$ cat src/pkg/csc_pkg.sv
// Constants, types and register map of the clock synchronous serial channel
//
// Functional notes
// - One transfer carries exactly one 8-bit word, one bit per clock cycle.
// - Internal clock is the prescaled source divided by 2(n+1), n from 00 to FF.
// - External clock mode takes the transfer clock from the clock pin.
// - Software picks CTS gating, RTS signalling or no handshake.
// - Transmit starts only with transmit enabled, a word buffered, CTS low if used.
// - Receive starts only with receive and transmit enabled and a word buffered or a re-arm pending.
// - Select 0 raises transmit request when the word enters the shift register.
// - Select 1 raises transmit request when the shift register finishes.
// - Receive request rises when a finished word enters the receive buffer.
// - Overrun flags when the seventh bit of an unread next word arrives.
// - On overrun the buffer is undefined and the receive request is not raised.
// - Edge select 0 drives on falling, samples rising; 1 does the reverse.
// - Bit order is selectable, bit 0 first or bit 7 first.
// - Continuous receive re-arms on a receive buffer read alone.
// - Channel 2 may invert every transmitted and received data bit.
// - Channel 1 may route the clock output to either of two pins.
// - Channel 0 may take CTS and drive RTS on separate pins.
// - Transmit request selects sit in common control bits 0, 1 and control one bit 4.
// - Data output idles high, or released when open drain, before the first transfer.
// - Receive-only operation still shifts out the buffered dummy word.
package csc_pkg;

    // ==========================================================
    // Register offsets
    localparam logic [2:0] CSC_OFS_MODE = 3'h0;
    localparam logic [2:0] CSC_OFS_BRG  = 3'h1;
    localparam logic [2:0] CSC_OFS_C0   = 3'h2;
    localparam logic [2:0] CSC_OFS_C1   = 3'h3;
    localparam logic [2:0] CSC_OFS_TB   = 3'h4;
    localparam logic [2:0] CSC_OFS_RB   = 3'h5;
    localparam logic [2:0] CSC_OFS_CHANNEL_COMMON_CONTROL = 3'h6;

    // ==========================================================
    // Field positions
    localparam int CSC_MODE_CKSRC = 3;
    localparam int CSC_C0_CRS     = 2;
    localparam int CSC_C0_TXEPT   = 3;
    localparam int CSC_C0_CRD     = 4;
    localparam int CSC_C0_ODRN    = 5;
    localparam int CSC_C0_EDGE    = 6;
    localparam int CSC_C0_MSB     = 7;
    localparam int CSC_C1_TE      = 0;
    localparam int CSC_C1_TEMPTY  = 1;
    localparam int CSC_C1_RE      = 2;
    localparam int CSC_C1_RFULL   = 3;
    localparam int CSC_C1_IRS     = 4;
    localparam int CSC_C1_RRM     = 5;
    localparam int CSC_C1_INV     = 6;
    localparam int CSC_UC_RRM0    = 2;
    localparam int CSC_UC_CLKSEL  = 4;
    localparam int CSC_UC_CLKDUAL = 5;
    localparam int CSC_UC_SEPCTS  = 6;
    localparam int CSC_RB_OVR     = 12;

    // Prescaler selections
    localparam logic [1:0] CSC_PRE_DIV1  = 2'h0;
    localparam logic [1:0] CSC_PRE_DIV2  = 2'h1;
    localparam logic [1:0] CSC_PRE_DIV8  = 2'h2;
    localparam logic [1:0] CSC_PRE_DIV32 = 2'h3;

    // Bit counter values
    localparam logic [2:0] CSC_BIT_SEVENTH = 3'h6;
    localparam logic [2:0] CSC_BIT_LAST    = 3'h7;

    // ==========================================================
    // Types
    typedef enum logic [1:0] {
        CSC_ST_IDLE  = 2'h1,
        CSC_ST_SHIFT = 2'h2
    } csc_fsm_type;

    typedef struct packed {
        logic sdi;
        logic clk_a;
        logic hs_n;
        logic cts_alt_n;
    } csc_pin_in_type;

    typedef struct packed {
        logic sdo;
        logic sdo_oe;
        logic clk_a;
        logic clk_a_oe;
        logic clk_b;
        logic clk_b_oe;
        logic hs_n;
        logic hs_oe;
    } csc_pin_out_type;

    typedef struct packed {
        logic [4:0] pre;
        logic [7:0] div;
        logic       tick;
    } csc_rate_type;

    typedef struct packed {
        csc_fsm_type fsm;
        logic        ext_clk;
        logic [1:0]  presc;
        logic [7:0]  c0;
        logic [7:0]  divisor;
        logic        te;
        logic        re;
        logic        tx_empty;
        logic        rx_full;
        logic        irs_own;
        logic        rrm_own;
        logic        invert;
        logic [6:0]  channel_common_control;
        logic [7:0]  tb;
        logic [7:0]  rb;
        logic        overrun;
        logic [7:0]  tx_sh;
        logic [7:0]  rx_sh;
        logic [2:0]  bit_cnt;
        logic        sclk;
        logic        ext_prev;
        logic        sdo;
        logic        rx_on;
        logic        ovr_word;
        logic        rearm;
        logic        tx_irq;
        logic        rx_irq;
        logic [15:0] rdata;
    } csc_core_type;

    // Reset values
    localparam csc_rate_type CSC_RATE_RST = '{default: '0};
    localparam csc_core_type CSC_CORE_RST = '{fsm: CSC_ST_IDLE, tx_empty: 1'b1, sclk: 1'b1,
                                              ext_prev: 1'b1, sdo: 1'b1, default: '0};

    // Position of the bit handled at count cnt
    function automatic logic [2:0] csc_bit_pos(input logic [2:0] cnt, input logic msb);
        csc_bit_pos = msb ? (CSC_BIT_LAST - cnt) : cnt;
    endfunction : csc_bit_pos

endpackage : csc_pkg

$ cat src/core/csc_rate_gen.sv
// Internal transfer clock rate generator: prescaler plus programmable divisor
`timescale 1ns/1ps
module csc_rate_gen (
    // Clock and reset
    input  wire logic       sys_clk,
    input  wire logic       rst_n,
    // Control
    input  wire logic       run,
    input  wire logic [1:0] presc_sel,
    input  wire logic [7:0] divisor,
    // Half period pulse
    output logic            half_tick
);

    csc_pkg::csc_rate_type q_r;
    csc_pkg::csc_rate_type q_nxt;
    logic                  src_en;

    // ==========================================================
    // Prescaled source enable
    always_comb begin
        unique case (presc_sel)
            csc_pkg::CSC_PRE_DIV1:  src_en = 1'b1;
            csc_pkg::CSC_PRE_DIV2:  src_en = q_r.pre[0];
            csc_pkg::CSC_PRE_DIV8:  src_en = &q_r.pre[2:0];
            csc_pkg::CSC_PRE_DIV32: src_en = &q_r.pre;
        endcase
    end

    // Divisor counts n+1 source ticks per half period
    // divide by 2(n+1)
    always_comb begin
        q_nxt = q_r;
        q_nxt.pre = q_r.pre + 5'h01;
        q_nxt.tick = 1'b0;
        if (!run) begin
            q_nxt.div = 8'h00; // Restart the divisor; the prescaler runs free, so the first half period is whole only with CSC_PRE_DIV1
        end else if (src_en) begin
            if (q_r.div == divisor) begin
                q_nxt.div = 8'h00;
                q_nxt.tick = 1'b1;
            end else begin
                q_nxt.div = q_r.div + 8'h01;
            end
        end
    end

    // State register
    always_ff @(posedge sys_clk or negedge rst_n) begin
        if (!rst_n) begin
            q_r <= csc_pkg::CSC_RATE_RST;
        end else begin
            q_r <= q_nxt;
        end
    end

    assign half_tick = q_r.tick;

endmodule : csc_rate_gen

$ cat src/core/csc_channel.sv
// Clock synchronous serial channel: registers, shift engine and handshake
//
// Implementation choices: the strobed register port and the register addresses.
`timescale 1ns/1ps
module csc_channel #(
    parameter int CHAN = 0
) (
    // Clock and reset
    input  wire logic                     sys_clk,
    input  wire logic                     rst_n,
    // Register port
    input  wire logic [2:0]               reg_addr,
    input  wire logic [15:0]              reg_wdata,
    input  wire logic                     reg_wr,
    input  wire logic                     reg_rd,
    output logic [15:0]                   reg_rdata,
    // Serial pins
    input  wire csc_pkg::csc_pin_in_type  pin_in,
    output csc_pkg::csc_pin_out_type      pin_out,
    // Interrupt requests
    output logic                          tx_irq,
    output logic                          rx_irq
);

    csc_pkg::csc_core_type q_r;
    csc_pkg::csc_core_type q_nxt;

    logic       half_tick;
    logic       run_int;
    logic       idle_lvl;
    logic       msb;
    logic       irs;
    logic       cont_rx;
    logic       inv;
    logic       sep_pins;
    logic       dual_clk;
    logic       cts_n;
    logic       cts_ok;
    logic       rts_n;
    logic       clk_ok;
    logic       change_e;
    logic       sample_e;
    logic       wr_tb;
    logic       start;
    logic       start_buf;
    logic       done;
    logic [7:0] rx_word;

    // ==========================================================
    // Internal transfer clock
    assign run_int = (q_r.fsm == csc_pkg::CSC_ST_SHIFT) && !q_r.ext_clk;

    csc_rate_gen u_rate (
        .sys_clk   (sys_clk),
        .rst_n     (rst_n),
        .run       (run_int),
        .presc_sel (q_r.presc),
        .divisor   (q_r.divisor),
        .half_tick (half_tick)
    );

    // ==========================================================
    // Option decode
    // idle level from edge select
    assign idle_lvl = ~q_r.c0[csc_pkg::CSC_C0_EDGE];
    assign msb      = q_r.c0[csc_pkg::CSC_C0_MSB];
    assign irs      = (CHAN == 2) ? q_r.irs_own : q_r.channel_common_control[CHAN];
    assign cont_rx  = (CHAN == 2) ? q_r.rrm_own : q_r.channel_common_control[csc_pkg::CSC_UC_RRM0 + CHAN];
    // inversion exists on channel 2 only
    assign inv      = (CHAN == 2) && q_r.invert;
    // separate handshake pins on channel 0
    assign sep_pins = (CHAN == 0) && q_r.channel_common_control[csc_pkg::CSC_UC_SEPCTS];
    // two clock pins on channel 1
    assign dual_clk = (CHAN == 1) && q_r.channel_common_control[csc_pkg::CSC_UC_CLKDUAL];

    // Handshake: CTS gates starts, RTS tells the peer we can take a word
    // three handshake options
    assign cts_n  = sep_pins ? pin_in.cts_alt_n : pin_in.hs_n;
    assign cts_ok = q_r.c0[csc_pkg::CSC_C0_CRD] || q_r.c0[csc_pkg::CSC_C0_CRS] || !cts_n;
    assign rts_n  = ~(q_r.re && !q_r.rx_full);

    // Peer must park its clock at the idle level before we arm
    // external clock idle level
    assign clk_ok = !q_r.ext_clk || (pin_in.clk_a == idle_lvl);

    // ==========================================================
    // Clock edges: leaving idle drives, returning to idle samples
    // external and internal clock edges
    always_comb begin
        if (q_r.ext_clk) begin
            change_e = (q_r.ext_prev == idle_lvl) && (pin_in.clk_a != idle_lvl);
            sample_e = (q_r.ext_prev != idle_lvl) && (pin_in.clk_a == idle_lvl);
        end else begin
            change_e = half_tick && (q_r.sclk == idle_lvl);
            sample_e = half_tick && (q_r.sclk != idle_lvl);
        end
    end

    // Start conditions; a buffer write blocks a load in the same cycle
    // transmit start gating
    assign wr_tb     = reg_wr && (reg_addr == csc_pkg::CSC_OFS_TB);
    assign start_buf = q_r.te && !q_r.tx_empty && !wr_tb;
    assign start     = (q_r.fsm == csc_pkg::CSC_ST_IDLE) && cts_ok && clk_ok &&
                       (start_buf || (q_r.rearm && q_r.te && q_r.re));
    assign done      = (q_r.fsm == csc_pkg::CSC_ST_SHIFT) && sample_e &&
                       (q_r.bit_cnt == csc_pkg::CSC_BIT_LAST);

    // ==========================================================
    // Next state: bus first, hardware after so hardware sets win
    always_comb begin
        q_nxt = q_r;
        q_nxt.rdata = 16'h0000;
        q_nxt.tx_irq = 1'b0;
        q_nxt.rx_irq = 1'b0;
        q_nxt.ext_prev = pin_in.clk_a;
        rx_word = q_r.rx_sh;

        // Register reads: data stands for one cycle only
        if (reg_rd) begin
            unique case (reg_addr)
                csc_pkg::CSC_OFS_MODE: q_nxt.rdata[csc_pkg::CSC_MODE_CKSRC] = q_r.ext_clk;
                csc_pkg::CSC_OFS_BRG:  q_nxt.rdata[7:0] = q_r.divisor;
                csc_pkg::CSC_OFS_C0: begin
                    q_nxt.rdata[7:0] = {q_r.c0[7:4], 1'b0, q_r.c0[csc_pkg::CSC_C0_CRS], q_r.presc};
                    q_nxt.rdata[csc_pkg::CSC_C0_TXEPT] = (q_r.fsm == csc_pkg::CSC_ST_IDLE);
                end
                csc_pkg::CSC_OFS_C1: begin
                    q_nxt.rdata[csc_pkg::CSC_C1_TE] = q_r.te;
                    q_nxt.rdata[csc_pkg::CSC_C1_TEMPTY] = q_r.tx_empty;
                    q_nxt.rdata[csc_pkg::CSC_C1_RE] = q_r.re;
                    q_nxt.rdata[csc_pkg::CSC_C1_RFULL] = q_r.rx_full;
                    q_nxt.rdata[csc_pkg::CSC_C1_IRS] = q_r.irs_own;
                    q_nxt.rdata[csc_pkg::CSC_C1_RRM] = q_r.rrm_own;
                    q_nxt.rdata[csc_pkg::CSC_C1_INV] = q_r.invert;
                end
                csc_pkg::CSC_OFS_TB:   q_nxt.rdata[7:0] = q_r.tb;
                csc_pkg::CSC_OFS_RB: begin
                    q_nxt.rdata[7:0] = q_r.rb;
                    q_nxt.rdata[csc_pkg::CSC_RB_OVR] = q_r.overrun;
                    q_nxt.rx_full = 1'b0;
                    if (cont_rx) begin
                        q_nxt.rearm = 1'b1;
                    end
                end
                csc_pkg::CSC_OFS_CHANNEL_COMMON_CONTROL: q_nxt.rdata[6:0] = q_r.channel_common_control;
                default:               q_nxt.rdata = 16'h0000;
            endcase
        end

        // Register writes; unmapped offsets are ignored
        if (reg_wr) begin
            unique case (reg_addr)
                csc_pkg::CSC_OFS_MODE: q_nxt.ext_clk = reg_wdata[csc_pkg::CSC_MODE_CKSRC];
                csc_pkg::CSC_OFS_BRG:  q_nxt.divisor = reg_wdata[7:0];
                csc_pkg::CSC_OFS_C0: begin
                    q_nxt.presc = reg_wdata[1:0];
                    q_nxt.c0 = reg_wdata[7:0];
                end
                csc_pkg::CSC_OFS_C1: begin
                    q_nxt.te = reg_wdata[csc_pkg::CSC_C1_TE];
                    q_nxt.re = reg_wdata[csc_pkg::CSC_C1_RE];
                    q_nxt.irs_own = reg_wdata[csc_pkg::CSC_C1_IRS];
                    q_nxt.rrm_own = reg_wdata[csc_pkg::CSC_C1_RRM];
                    q_nxt.invert = reg_wdata[csc_pkg::CSC_C1_INV];
                    // Dropping receive enable clears a stale overrun and re-arm
                    if (!reg_wdata[csc_pkg::CSC_C1_RE]) begin
                        q_nxt.overrun = 1'b0;
                        q_nxt.rearm = 1'b0;
                    end
                end
                csc_pkg::CSC_OFS_TB: begin
                    q_nxt.tb = reg_wdata[7:0];
                    q_nxt.tx_empty = 1'b0;
                end
                csc_pkg::CSC_OFS_CHANNEL_COMMON_CONTROL: q_nxt.channel_common_control = reg_wdata[6:0];
                default:               q_nxt.channel_common_control = q_r.channel_common_control;
            endcase
        end

        // Shift engine
        unique case (q_r.fsm)
            csc_pkg::CSC_ST_IDLE: begin
                q_nxt.sclk = idle_lvl;
                if (start) begin
                    q_nxt.fsm = csc_pkg::CSC_ST_SHIFT;
                    // dummy word goes out even when only receiving
                    q_nxt.tx_sh = q_r.tb;
                    q_nxt.bit_cnt = 3'h0;
                    q_nxt.rx_on = q_r.re;
                    q_nxt.ovr_word = 1'b0;
                    q_nxt.rearm = 1'b0;
                    if (start_buf) begin
                        q_nxt.tx_empty = 1'b1;
                        q_nxt.tx_irq = !irs;
                    end
                end
            end
            csc_pkg::CSC_ST_SHIFT: begin
                if (change_e) begin
                    q_nxt.sdo = q_r.tx_sh[csc_pkg::csc_bit_pos(q_r.bit_cnt, msb)] ^ inv;
                    q_nxt.sclk = ~idle_lvl;
                end
                // sample on return to idle level
                if (sample_e) begin
                    rx_word[csc_pkg::csc_bit_pos(q_r.bit_cnt, msb)] = pin_in.sdi ^ inv;
                    q_nxt.rx_sh = rx_word;
                    q_nxt.sclk = idle_lvl;
                    q_nxt.bit_cnt = q_r.bit_cnt + 3'h1;
                    if (q_r.rx_on && q_nxt.rx_full && q_r.bit_cnt == csc_pkg::CSC_BIT_SEVENTH) begin
                        q_nxt.overrun = 1'b1;
                        q_nxt.ovr_word = 1'b1;
                    end
                end
                if (done) begin
                    q_nxt.fsm = csc_pkg::CSC_ST_IDLE;
                    q_nxt.tx_irq = irs;
                    if (q_r.rx_on) begin
                        q_nxt.rb = rx_word;
                        q_nxt.rx_full = 1'b1;
                        q_nxt.rx_irq = !q_r.ovr_word;
                    end
                end
            end
        endcase
    end

    // State register
    always_ff @(posedge sys_clk or negedge rst_n) begin
        if (!rst_n) begin
            q_r <= csc_pkg::CSC_CORE_RST;
        end else begin
            q_r <= q_nxt;
        end
    end

    // ==========================================================
    // Outputs
    assign reg_rdata = q_r.rdata;
    assign tx_irq    = q_r.tx_irq;
    assign rx_irq    = q_r.rx_irq;

    // Open drain only pulls low; otherwise push-pull from the flop
    // data output idles high or released until the first transfer
    assign pin_out.sdo    = q_r.c0[csc_pkg::CSC_C0_ODRN] ? 1'b0 : q_r.sdo;
    assign pin_out.sdo_oe = q_r.c0[csc_pkg::CSC_C0_ODRN] ? ~q_r.sdo : 1'b1;

    // Clock pins: released when the peer makes the clock
    // clock pin routing
    assign pin_out.clk_a    = q_r.sclk;
    assign pin_out.clk_b    = q_r.sclk;
    assign pin_out.clk_a_oe = !q_r.ext_clk && !(dual_clk && q_r.channel_common_control[csc_pkg::CSC_UC_CLKSEL]);
    assign pin_out.clk_b_oe = !q_r.ext_clk && dual_clk && q_r.channel_common_control[csc_pkg::CSC_UC_CLKSEL];

    // Shared pin is RTS output only in RTS mode, separate pins keep it driven unless handshake is off
    // separate handshake pins
    assign pin_out.hs_n  = rts_n;
    assign pin_out.hs_oe = !q_r.c0[csc_pkg::CSC_C0_CRD] && (q_r.c0[csc_pkg::CSC_C0_CRS] || sep_pins);
endmodule : csc_channel

$ cat config.mk
export PLATFORM = sky130hd
export DESIGN_NAME = csc_channel
export DESIGN_NICKNAME = d
export VERILOG_FILES = /design/src/pkg/csc_pkg.sv /design/src/core/csc_rate_gen.sv /design/src/core/csc_channel.sv
export SDC_FILE = /design/constraint.sdc
export NUM_CORES = 1
export LEC_CHECK = 0
export ABC_AREA = 0
export BUFFER_PORTS_ARGS = -buffer_cell sky130_fd_sc_hd__buf_2
export CORE_ASPECT_RATIO = 0.5
export CORE_MARGIN = 2
export CORE_UTILIZATION = 59
export CTS_CLUSTER_DIAMETER = 50
export DETAILED_ROUTE_END_ITERATION = 10
export PLACE_DENSITY = 0.86
export SLEW_MARGIN = 30
export SYNTH_ARGS = -nofsm -noshare
export SYNTH_HDL_FRONTEND = slang
export SYNTH_SLANG_ARGS = --single-unit
export TNS_END_PERCENT = 5
$ cat constraint.sdc
create_clock -name sys_clk -period 2.75 [get_ports sys_clk]
set_input_delay 0.1375 -clock sys_clk [delete_from_list [all_inputs] [get_ports sys_clk]]
set_output_delay 0.1375 -clock sys_clk [all_outputs]
set_load 0.005 [all_outputs]
Yosys cells after proc, flatten, opt, wreduce, memory -nomap -nowiden. Cells that the tools add are included. Widths: inputs -> output; s select.

Bits of input ports: 27. Word-level logic and storage cells: 179. Register bits after elaboration: 106. Output and inout bits: 26.

Reductions and logical operators: 50. Order comparisons: 2. Mux-type cells: 63. Bitwise gates (word level): 3. $add $sub $neg: 4. Equal/unequal tests: 26.

Operators with widths (number): $mux 1 (39); $pmux 3 s6 (2); $mux 8 (3); $reduce_and 2->1 (11); $logic_and 1x1->1 (20); $eq 3x3->1 const B (5); $mux 13 (1); $mux 3 (3); $mux 9 (1); $reduce_and 3->1 (3); $add 8x1->8 const B (1); $bwmux 8 (1); $eq 8x8->1 (1); $logic_not 1->1 (8); $ne 2x2->1 const B (4); $pmux 1 s4 (2); $pmux 4 s2 (1); $pmux 1 s7 (1); $eq 2x2->1 const B (3); $eq 3x2->1 const B (2); $mux 2 (3); $add 5x1->5 const B (1); $logic_or 1x1->1 (5); $reduce_and 5->1 (1); other kinds (18) (26).

Longest topological paths before layout.
Depth after elaboration: 8. Mapped depth: 9. Mapped depth without buffers: 8.

Cells and area by module. From an unflattened synthesis, not the netlist that was laid out.

Cells, all modules: 464. Area, all modules: 5236.3 sq um.

Modules (own cells, without submodules): csc_channel (sequential area each 2133.3 sq um, cells an instance 390, area each 4443.0 sq um, instances 1); csc_rate_gen (sequential area each 350.3 sq um, cells an instance 74, area each 793.3 sq um, instances 1).

Worst setup path after synthesis. Ideal clock, no wire load.

Kind: register -> register. Start point: reg u_rate.q_r[9] in the netlist's numbering. End point: reg u_rate.q_r[7] in the netlist's numbering. Stages on the path, launching flop included: 10. Setup time: 82 ps. Arrival: 1865 ps. Path slack: 803 ps. Data required time: 2668 ps. Buffers on the path: 1. Cell sequence: dfrtp_1 > ha_1 > and3_1 > ha_1 > mux2i_1 > a2111o_1 > a21oi_2 > buf_4 > a41oi_1 > a31oi_1.

Cells in the longest elaborated chain, start to end: 3.

RTL lines: start: declaration (RTL line csc_rate_gen.sv:15) `csc_pkg::csc_rate_type q_r;`; start signal: assignment (RTL line csc_rate_gen.sv:51) `q_r <= csc_pkg::CSC_RATE_RST;`; start signal: assignment (RTL line csc_rate_gen.sv:53) `q_r <= q_nxt;`; $reduce_and 5->1 or $reduce_and 3->1 (tied branches) (RTL line csc_rate_gen.sv:26, csc_rate_gen.sv:25); $pmux 1 s4 (*) (RTL line csc_rate_gen.sv:22) `unique case (presc_sel)`; $ne 2x2->1 (no source line) (*).

Every way passes the cells marked *; elsewhere a longest branch is shown, timed or not. A chain may end at the register's enable or synchronous reset.

Worst setup path in the final report. Ends and elaborated chain as after synthesis.

==> flow_summary.toml <==
[power_and_ir_drop]
total_power_mw = 4.54
power_leakage_nw = 2.64
power_density_nw_per_um2 = 801
irDropWorstVdd_v = 0.000450

[cells_and_area]
regMostFlops = "q_r"
multiInputGateArea_um2 = 2480
largest_reg_flops = 70
n_fill_cell = 621
layout-drive-gt1-share_pct = 32.0
fin_nets = 501
synthToLayoutAreaGrowth_pct = 8.60
n_antenna_cell = 0
seq_area_um2 = 2480

[worst_setup_path]
startpoint_type = "flip-flop"
worstSetupPathType = "reg2reg"
worst_setup_path_end_kind = "flip-flop"
r2r_end = "u_rate.q_r[7]"
cp_max_fo = 12
required_ns = 3.02
r2r_setup_slack_ns = 0.45
r2r-start = "u_rate.q_r[9]"
arrival_ns = 2.56
rr_worst_depth = 8

[clock_tree]
clock-sinks = 99
cts.clk_slew.worst_paths_ns = 0.07
cts_buffer_depth = 2
cts_tree = "built"
clk_latency_ns = 0.35
cts_buffers = 9
cts.repair.resized = 0
ctsHoldBuffers = 2
htree_levels = 3
post-cts-setup-buffers = 0
clock_tree.root_cell = "clkbuf_16"

[timing]
finalCritPeriodShare_pct = 83.6
worstMarginPinSlew_ns = 0.700
setup_viol = 0
min_period_ns = 2.30
rsz0062_at_grt = "false"
whs_ns = 0.0884
slew_violations = 0
fin_setup_tns_ns = 0
finClkSkew_ns = 0.00709
hold_viol = 0
timing.fmax_mhz = 435
slew_headroom_pct = 53.3

[global_routing]
gr-usage-all-layers_pct = 26.0
grt_pass1_vias = 3740
antenna_found_initial = 0
grt_pass1_wl_um = 19100
grt_max_degree = 100
grt_overflow = 0

[yosys]
synthSimpleGateAreaFrac_pct = 11.2
ys_ff_latch = 99
synth_ff_type = "dfrtp_1"
ys_top_cells_by_area = "dfrtp_1 45%, mux2_2 14%, buf_4 3.6%"
synth_top_area_cell = "dfrtp_1"
synth-compound-area-share_pct = 13.7
netlist.area_leader.share_pct = 45.0
ys_seq_area_share_pct = 47.5
synth_top_family_by_area = "multiplexers"
synth_edf_count = 0
synth.avg_cell_area_um2 = 11.7
muxShareOfSynthArea_pct = 18.0
yosysWarnings = 0
syn-cell-area_um2 = 5230
synthAdderAreaFrac_pct = 1.68
synth_xor_area_share_pct = 2.18
ys_async_sr_fraction_pct = 100
synthCells = 448
ys_types = 59

[min_path]
min_to = "reg_rdata[1]"
hp-start = "reg_rd"
whs_path_depth = 2
hp-class = "in2reg"

[detailed_routing]
drtIter0Drc = 362
drt.antenna.violating_nets = 0
wl_per_cell_um = 19.6
drt_wl_total_um = 11600
dr_total_vias = 3715
dr.pass1.iters = 5
drc = 0
via_per_inst = 6.31

[flow_run]
maxCapViolCount = 0

[die]
rows = 24
io_pins = 53
coreArea_um2 = 8650
die_h_um = 70.5
die_area_um2 = 9670
die_w_um = 137
start_util_pct = 60.4

[place]
place_congestion = 0.843
hpwlAfterDp_um = 7700
portBuffers = 36

[outcome]
status = "complete, no violations"
[worst max-delay path: stages, from the launching register on]
cell,delay [ns]
dfrtp_1,0.40
ha_1,0.20
and3_1,0.17
ha_1,0.14
mux2i_1,0.08
a2111o_1,0.46
a21oi_2,0.42
a41oi_1,0.20
a31oi_1,0.16
[how the worst max path moves through the flow]
stage / start / end / slack [ns] / cells past startpoint
final: u_rate.q_r[9] / u_rate.q_r[7] / 0.45 / 8
after global routing: u_rate.q_r[9] / u_rate.q_r[7] / 0.30 / 8
after CTS: u_rate.q_r[9] / u_rate.q_r[7] / 0.47 / 8
after detailed placement: u_rate.q_r[9] / u_rate.q_r[7] / 0.50 / 8
after global placement: u_rate.q_r[9] / u_rate.q_r[7] / 0.57 / 8
after floorplan: u_rate.q_r[9] / u_rate.q_r[7] / 0.80 / 9
[metal layers]
| metal | track usage, % | vias to the layer above | share of wire, % |
|---|---|---|---|
| li1 | - | 1674 | - |
| met1 | 35.5 | 1884 | 44 |
| met2 | 41.2 | 136 | 48 |
| met3 | 6.81 | 21 | 6.2 |
| met4 | 8.48 | 0 | 1.8 |
| met5 | 0 | - | 0 |
[cell type report]
cell class                      instances  area share [%]
Clock buffer                           10            4.04
Clock inverter                          6           0.728
Inverter                                7           0.463
Multi-Input combinational cell        305            43.7
Sequential cell                        99            43.8
Tap cell                              117            2.58
Timing Repair Buffer                   45            4.72
[Yosys cell counts, types with 2 or more instances]
cell / count
a21o_1: 2
a21oi_1: 20
a21oi_2: 2
a221o_1: 5
a221oi_1: 2
a22o_1: 3
a31oi_1: 6
and2_1: 2
and3_1: 12
and3b_1: 3
buf_1: 2
buf_2: 7
buf_4: 25
clkbuf_1: 10
dfrtp_1: 94
dfstp_2: 5
ha_1: 7
inv_1: 7
mux2_2: 66
mux2i_1: 13
mux4_2: 3
nand2_1: 16
nand2b_1: 10
nand3_1: 9
nand3b_1: 7
nor2_1: 11
nor2b_1: 8
nor3_1: 2
nor3b_1: 2
nor4_2: 2
nor4b_1: 2
o211ai_1: 6
o21ai_0: 10
o22a_1: 8
o22ai_1: 17
o2bb2ai_2: 4
or2_2: 4
or3b_2: 2
xnor2_1: 2
xor2_1: 11
[per-stage QoR]
step	setup WS [ns]	cell area (um^2)	instances	utilization, %
final	0.452	5670	589	65.6
after floorplan	0.803	5250	455	-
after detailed placement	0.496	5380	571	62.3
after global placement	0.574	5380	571	62.3
after global routing	0.304	5670	589	65.6
after CTS	0.467	5670	589	65.6
[cell usage in the layout, fill, tap and decap left out, types with 9 or more instances in the layout]
cell type / Yosys / routed
dfrtp_1: 94 / 94
and3_1: 12 / 12
o22ai_1: 17 / 17
mux2i_1: 13 / 13
mux2_2: 66 / 66
nand2_1: 16 / 16
nand3_1: 9 / 9
o21ai_0: 10 / 10
a21oi_1: 20 / 20
nor2_1: 11 / 11
clkbuf_16: 0 / 9
xor2_1: 11 / 11
buf_2: 7 / 35
nand2b_1: 10 / 10
[power by group]
group / internal (mW) / switching [mW] / leakage, nW
combinational: 0.671 / 0.679 / 1.26
clock: 0.613 / 0.543 / 0.125
sequential: 1.71 / 0.329 / 1.26
[cell families (layout without fill, tap and decap cells)]
family,after synthesis,after routing
compound gates,98,98
xor+xnor,13,13
fa+ha+maj,7,7
buf+inv,51,68
flops,99,99
mux,82,82
other cells,1,8
simple gates,97,97
(Power assumes the default switching activity.)
